[src/hw/lcp_defs.vh]
// Constants for the LCD controller host port block.
// Assumes a 100 MHz system clock; included by bare name.
`ifndef LCP_DEFS_VH
`define LCP_DEFS_VH
// Register offsets on the host address bus
`define LCP_REG_POWER_SAVE     16'h0008
`define LCP_REG_DISPLAY_ENABLE 16'h0009
// Indirect command window base and command codes
`define LCP_IND_BASE           16'h8000
`define LCP_CMD_POWER_SAVE     8'h53
`define LCP_CMD_DISP_OFF       8'h58
`define LCP_CMD_DISP_ON        8'h59
// Field positions
`define LCP_PS_EN_BIT          0
`define LCP_DISP_EN_BIT        0
// Reset values
`define LCP_POWER_SAVE_RST     8'h00
`define LCP_DISPLAY_EN_RST     8'h00
// Bus variant encodings
`define LCP_BUS_GENERIC        2'h0
`define LCP_BUS_GENERIC_WAIT   2'h1
`define LCP_BUS_ASTROBE        2'h2
`define LCP_BUS_ASTROBE_WAIT   2'h3
// Timing: system clock period in ns, read access hold-off in periods
`define LCP_SYS_CLK_PERIOD_NS  10
`define LCP_READ_LAT_TS        4
`define LCP_WAIT_MAX_TS        4
`define LCP_FRAME_LIMIT        2
`endif

[src/hw/lcp_host_port.v]
// Host-side parallel port of a graphics LCD controller: strobe decode,
// write capture, read return, wait handshake and panel disable control.
// Assumes host pins synchronous to sys_clk; frame_tick pulses once a frame.
`timescale 1ns/10ps
`include "lcp_defs.vh"

module lcp_host_port #(
  parameter BUS_MODE = `LCP_BUS_GENERIC_WAIT, // Bus variant
  parameter FALL_CAP = 0                      // 1: clocked indirect variant
) (
  // Clock and reset
  input  wire        sys_clk,
  input  wire        reset_n,
  // Host bus
  input  wire        cs_n,
  input  wire        rd_n,
  input  wire        wr_n,
  input  wire        addr_strobe_n,
  input  wire [15:0] host_addr_bus,
  input  wire [7:0]  host_data_bus_in,
  output reg  [7:0]  host_data_bus_out,
  output wire        host_data_bus_oe,
  // Wait handshake, active low, three-state
  output wire        wait_out_n,
  output wire        wait_oe,
  // Mode and panel
  input  wire        direct_mode,
  input  wire        frame_tick,
  output reg         panel_disable_out
);

  // Transfer states. Only reads pass through busy and done; writes are
  // taken on the strobe edge alone and never hold the host off.
  localparam ST_IDLE = 2'h0; // No transfer
  localparam ST_BUSY = 2'h1; // Access in progress, wait asserted
  localparam ST_DONE = 2'h2; // Data ready, wait released

  reg  [1:0] rst_sync;          // Reset release synchroniser
  wire       rst_n_i;           // Synchronised reset
  reg  [7:0] power_save_control;     // Offset 08h
  reg  [7:0] display_enable_control; // Offset 09h
  reg  [1:0] state;             // Transfer state
  reg  [1:0] next_state;
  reg  [2:0] lat_cnt;           // Read access count
  reg        rd_q;              // Last transfer strobe level
  reg        wr_q;              // Last write strobe level
  reg  [1:0] frame_cnt;         // Frames since power save set
  reg        disp_off_cmd;      // Indirect display off issued

  wire has_wait = (BUS_MODE == `LCP_BUS_GENERIC_WAIT) || (BUS_MODE == `LCP_BUS_ASTROBE_WAIT);
  // Variant decode is static; each instance serves exactly one bus flavour
  wire astrobe  = (BUS_MODE == `LCP_BUS_ASTROBE) || (BUS_MODE == `LCP_BUS_ASTROBE_WAIT);
  // Address-strobe buses use one strobe for both directions
  wire xfer_n   = astrobe ? rd_n : (rd_n & wr_n);
  wire is_write = astrobe ? ~wr_n : ~wr_n;
  wire active   = ~cs_n & ~xfer_n & (~astrobe | ~addr_strobe_n);
  wire ps_on    = power_save_control[`LCP_PS_EN_BIT];
  wire disp_on  = display_enable_control[`LCP_DISP_EN_BIT];

  // Reset release through two flops. Assertion stays asynchronous so the
  // port goes quiet at once; release is clocked so no flop sees a runt
  // recovery edge. The host must wait two clocks after release.
  always @(posedge sys_clk or negedge reset_n) begin
    if (!reset_n)
      rst_sync <= 2'h0;
    else
      rst_sync <= {rst_sync[0], 1'b1};
  end
  assign rst_n_i = rst_sync[1];

  // Transfer state decode; host must hold strobe through busy
  always @* begin
    next_state = state;
    case (state)
      ST_IDLE: begin
        if (active && !is_write)
          next_state = ST_BUSY;
      end
      ST_BUSY: begin
        // A host that drops the strobe early aborts the read cleanly;
        // otherwise four busy clocks keep the hold-off inside its limit
        if (!active)
          next_state = ST_IDLE;
        else if ({29'h0, lat_cnt} == (`LCP_WAIT_MAX_TS - 1))
          next_state = ST_DONE;
      end
      ST_DONE: begin
        if (!active)
          next_state = ST_IDLE;
      end
      default: next_state = ST_IDLE;
    endcase
  end

  // State, latency count and strobe history
  // The count restarts whenever the port leaves busy, so an aborted read
  // cannot shorten the hold-off of the next one. Strobe history resets
  // to the idle level so no false edge follows reset.
  always @(posedge sys_clk or negedge rst_n_i) begin
    if (!rst_n_i) begin
      state   <= ST_IDLE;
      lat_cnt <= 3'h0;
      rd_q    <= 1'b1;
      wr_q    <= 1'b1;
    end else begin
      state <= next_state;
      rd_q  <= xfer_n;
      wr_q  <= wr_n;
      if (state == ST_BUSY)
        lat_cnt <= lat_cnt + 3'h1;
      else
        lat_cnt <= 3'h0;
    end
  end

  // Write capture edge: rising strobe, or falling for clocked indirect
  // Edge detection uses the strobe history flops, so a strobe that rises
  // while chip select is already high is ignored.
  wire wr_rise = astrobe ? (xfer_n & ~rd_q & ~wr_n) : (wr_n & ~wr_q);
  wire wr_fall = ~xfer_n & rd_q & ~wr_n;
  wire wr_take = ~cs_n & (FALL_CAP ? wr_fall : wr_rise);

  // Register writes and indirect command decode
  // Unmapped offsets are dropped silently; only the enable bits act on
  // the panel output.
  always @(posedge sys_clk or negedge rst_n_i) begin
    if (!rst_n_i) begin
      power_save_control     <= `LCP_POWER_SAVE_RST;
      display_enable_control <= `LCP_DISPLAY_EN_RST;
      disp_off_cmd           <= 1'b0;
    end else if (wr_take) begin
      if (host_addr_bus == `LCP_REG_POWER_SAVE)
        power_save_control <= host_data_bus_in;
      if (host_addr_bus == `LCP_REG_DISPLAY_ENABLE) begin
        display_enable_control <= host_data_bus_in;
        disp_off_cmd <= 1'b0;
      end
      if (host_addr_bus == `LCP_IND_BASE) begin
        // Indirect commands alter the same control bits
        if (host_data_bus_in == `LCP_CMD_DISP_OFF) begin
          display_enable_control[`LCP_DISP_EN_BIT] <= 1'b0;
          disp_off_cmd <= 1'b1;
        end else if (host_data_bus_in == `LCP_CMD_DISP_ON) begin
          display_enable_control[`LCP_DISP_EN_BIT] <= 1'b1;
          disp_off_cmd <= 1'b0;
        end else if (host_data_bus_in == `LCP_CMD_POWER_SAVE)
          power_save_control[`LCP_PS_EN_BIT] <= 1'b1;
      end
    end
  end

  // Read data from flops; ready by the fourth period at most
  // The word follows the address every clock, not the strobe, which costs a
  // little toggling but gives the host data one clock after its address.
  always @(posedge sys_clk or negedge rst_n_i) begin
    if (!rst_n_i)
      host_data_bus_out <= 8'h00;
    else if (host_addr_bus == `LCP_REG_POWER_SAVE)
      host_data_bus_out <= power_save_control;
    else if (host_addr_bus == `LCP_REG_DISPLAY_ENABLE)
      host_data_bus_out <= display_enable_control;
    else
      host_data_bus_out <= 8'h00; // Unmapped reads return zero
  end
  assign host_data_bus_oe = ~cs_n & ~rd_n & (astrobe ? wr_n : 1'b1);

  // Wait: driven low while busy, then driven high once data stands so the
  // host sees a rising edge to mark completion; it floats again when the
  // strobe goes away and the state falls back to idle
  // The one exception is the address-strobe handshake in direct mode with
  // power save, where the line is left floating after busy
  // Limitation: a host that polls the line must keep a pull-up on it.
  assign wait_out_n = (state != ST_BUSY);
  assign wait_oe    = has_wait & ((state == ST_BUSY) |
                      ((state == ST_DONE) & ~(astrobe & direct_mode & ps_on)));

  // Frame count after power save set; the panel limit is reached at one frame
  // Saturates so a long power save never wraps back below the limit
  // and briefly lets the panel output rise again.
  always @(posedge sys_clk or negedge rst_n_i) begin
    if (!rst_n_i)
      frame_cnt <= 2'h0;
    else if (!ps_on)
      frame_cnt <= 2'h0;
    else if (frame_tick && frame_cnt != 2'h3)
      frame_cnt <= frame_cnt + 2'h1;
  end

  // Panel disable output, high while display runs
  always @(posedge sys_clk or negedge rst_n_i) begin
    if (!rst_n_i)
      panel_disable_out <= 1'b0;
    else if (ps_on && !direct_mode && {30'h0, frame_cnt} >= (`LCP_FRAME_LIMIT - 1))
      panel_disable_out <= 1'b0;
    else if (!disp_on || disp_off_cmd)
      panel_disable_out <= 1'b0;
    else
      // Indirect power save waits for a frame so the panel drops cleanly at
      // a frame boundary; direct power save drops it at once
      panel_disable_out <= ~(ps_on & direct_mode);
  end

endmodule

[config.mk]
export PLATFORM = sky130hd
export DESIGN_NAME = lcp_host_port
export DESIGN_NICKNAME = d
export VERILOG_FILES = /design/src/hw/lcp_host_port.v
export VERILOG_INCLUDE_DIRS = /design/src /design/src/hw
export SDC_FILE = /design/constraint.sdc
export NUM_CORES = 1
export LEC_CHECK = 0
export ABC_AREA = 0
export BUFFER_PORTS_ARGS = -buffer_cell sky130_fd_sc_hd__clkbuf_2
export CAP_MARGIN = 10
export CORE_MARGIN = 4
export CORE_UTILIZATION = 29
export CTS_BUF_LIST = sky130_fd_sc_hd__clkbuf_8 sky130_fd_sc_hd__clkbuf_16
export DETAILED_ROUTE_END_ITERATION = 10
export PLACE_DENSITY = 0.47
export SYNTH_ARGS = -nofsm -noshare
export SYNTH_HDL_FRONTEND = slang
export SYNTH_SLANG_ARGS = --single-unit
export TNS_END_PERCENT = 10
[constraint.sdc]
create_clock -name sys_clk -period 3.28 [get_ports sys_clk]
set_input_delay 0.164 -clock sys_clk [delete_from_list [all_inputs] [get_ports sys_clk]]
set_output_delay 0.164 -clock sys_clk [all_outputs]
set_load 0.03 [all_outputs]
==> results.md <==
* Status: finished clean
* First-pass DRT Iterations at 4
* Initial antenna violation count at 0
* Final wirelength at 3670 um
* Most common cell in the netlist: dfrtp_1
* Row Count at 27
* WL/cell at 14.6 um
* Async SR Flop Fraction at 100%
* Vias per cell at 4.76
* Placed Area at between 2000 and 2500 um2
* Ant. Diodes at 0
* PwrDens at 477 nW/um2
* Placer congestion estimate at 0.752
* Global-route wire length before repair at 6450 um
* Post-synth top cells: dfrtp_1, inv_1, a22o_1
* Worst hold path type: reg -> async
* #FFs+latches synth at 36
* CP Capture Type: flop
* Max_cap viols at 0
* Utilization after layout at 37.8%
* Global Route Usage Sum at a little under an eighth
* Post-synth EDFFs at 0
* Design Power at 1.01 mW
* Skew final at approximately 0.0033 ns
* Post-synthesis cell type count at 39
* CTS Root Cell: clkbuf_8
* Die X at 84.9 um
* Layout area overhead at 23.7%
* Critical Path AT at approximately 2.1 ns
* Clock Sinks at 36
* Total Negative Setup Slacks at 0 ns
* Ys flop type: dfrtp_1
* Initial Util at 30.6%
* Core area at 5610 um2
* Fin crit share at 60.2%
* Vias in the first global route at 1371
* Input/output buffers at 42
* Vias at 1195
* Critical Path RT at 3.45 ns
* Clock-pin slew on the worst setup and hold paths at 0.07 ns
* Leakage at 1.07 nW
* Max VDD drop at 0.325 mV
* Flop pwr share at 47.7%
* Clock Power Share at a little under a third
* Psw at 0.300 mW
* Sw frac at 29.7%
* Synth Net Count at 167
* Final net count at roughly 220
* CTS Buf Count at 5
* Largest net degree at the start of global routing at 29
* Post-Layout Cell Count at 251
* Fin crit period at 1.97 ns
* Yosys top cell by area: dfrtp_1
* Clock Tree Buf Depth at 2
* Final antenna-violating net count at 0
* Final setup violation count at 0
* Mapped Avg Cell Area at 13.4 um2
* Startpoint type of the worst setup path: primary input
* Post-synthesis sequential area ratio at a little over half
* Top post-synthesis cells by area: dfrtp_1, mux2_4, ha_1
* Htree depth at 2
* DP HPWL at 2900 um
* Post-synth top area share at between 50 and 60%
* IO Pins at between 40 and 50
* Smallest hold slack at roughly 0.11 ns
* Comb power frac at between 20% and 30%
* Post-route cell area at 2120 um2
* Max Slew Vio Count at 0
* Layout cells sized above 1 at 41.3%
* Crit Path Class: in -> reg
* Actual slew at the worst max-slew pin at just over 0.7 ns
* Die Area at between 7000 and 8000 um2
* Clk_lat worst skew at 0.28 ns
* RSZ-0062 raised after global routing: no
* Overflow after GRT at 0
* TritonCTS clock tree: done
* FMAX at about 510 MHz
* Relative slew margins at 52.1%
* # placed instances at 241
* Int Power at 0.711 mW
* DR iter-0 viols at 39
* Mapped Cells at 128
* Fin. Hold Viols at 0
* Crit-path max FO at 7
* Die Height at 84.9 um
* DRC errors left at 0
* DP Worst Slack at 1.23 ns
* Cell area after synthesis at 1710 um2
* Setup WS post-layout at 1.31 ns
* Yosys warns at 0
* Post-CTS Setup Bufs at 0
power by group through the flow:
stage / registers (mW) / clock network, mW / logic (mW)
floorplan: 0.491 / 0 / 0.140
global placement: 0.489 / 0 / 0.200
detailed placement: 0.491 / 0 / 0.209
CTS: 0.482 / 0.336 / 0.212
global route: 0.485 / 0.360 / 0.238
finish: 0.482 / 0.319 / 0.210
timing repair:
action                                 CTS  global route
hold buffers                             2             0
gates resized for setup                  0             0
endpoints found under the hold margin    3             0
critical path, cell delays in order:
cell           delay, ns
dlygate4sd3_1       0.52
clkbuf_2            0.14
nand2b_1            0.15
or4_1               0.77
mux2_4              0.39
metal layers:
metal,routed length [um],GRT usage (%)
met5,0,0
met4,15,1.73
met3,262,5.34
met2,1850,19.4
met1,1530,13.2
sequential cells by signal (all words and copies together), names as in the netlist:
name	cells
frame_cnt	2
disp_off_cmd	1
host_data_bus_out	8
state	2
rst_sync	2
display_enable_control	8
panel_disable_out	1
wr_q	1
lat_cnt	3
power_save_control	8
worst paths after layout:
| path | from | to | slack, ns | depth (start not counted) |
|---|---|---|---|---|
| max in group asynchronous | rst_sync[1]$_DFF_PN0_ | host_data_bus_out[4]$_DFF_PN0_ | 2.52 | 1 |
| setup / recovery | wr_n | power_save_control[6]$_DFFE_PN0P_ | 1.31 | 5 |
| setup reg to reg | wr_q$_DFF_PN1_ | display_enable_control[0]$_DFFE_PN0P_ | 1.53 | 4 |
| hold reg to reg | rst_sync[1]$_DFF_PN0_ | state[0]$_DFFE_PN0P_ | 0.11 | 0 |
| hold / removal | rst_sync[1]$_DFF_PN0_ | state[0]$_DFFE_PN0P_ | 0.11 | 0 |
| min in group sys_clk | host_data_bus_in[2] | power_save_control[2]$_DFFE_PN0P_ | 0.15 | 2 |
layout by cell type (no fill, tap or decap), types with 2 or more instances in the layout:
master / n
a22o_1: 8
a32o_1: 2
and2_1: 2
clkbuf_2: 42
clkbuf_8: 6
dfrtp_1: 35
dlygate4sd3_1: 2
ha_1: 7
inv_1: 11
mux2_1: 2
mux2_2: 6
mux2_4: 7
mux2i_1: 2
nand2_1: 5
nand2b_1: 3
nand4b_1: 2
nor2_1: 6
nor4_4: 3
o21ai_0: 4
or4_1: 2
cell families (layout without fill, tap and decap cells):
logic type | Yosys count | after routing | share of synthesized area [%]
AO/OA/AOI/OAI | 19 | 19 | 8.83
XOR/XNOR | 1 | 1 | 0.511
adder cells (fa/ha/maj) | 7 | 7 | 5.11
buffers and inverters | 12 | 63 | 3.07
flip-flops | 36 | 36 | 52.6
multiplexers | 17 | 17 | 12.6
other | 1 | 1 | 0.219
AND/OR/NAND/NOR | 35 | 35 | 17.1
layout make-up:
type	count	area [um2]
Clock buffer	6	82.6
Clock inverter	2	11.3
Fill cell	591	3490
Inverter	10	37.5
Multi-Input combinational cell	80	759
Sequential cell	36	902
Tap cell	72	90.1
Timing Repair Buffer	45	238
(Power assumes the default switching activity.)
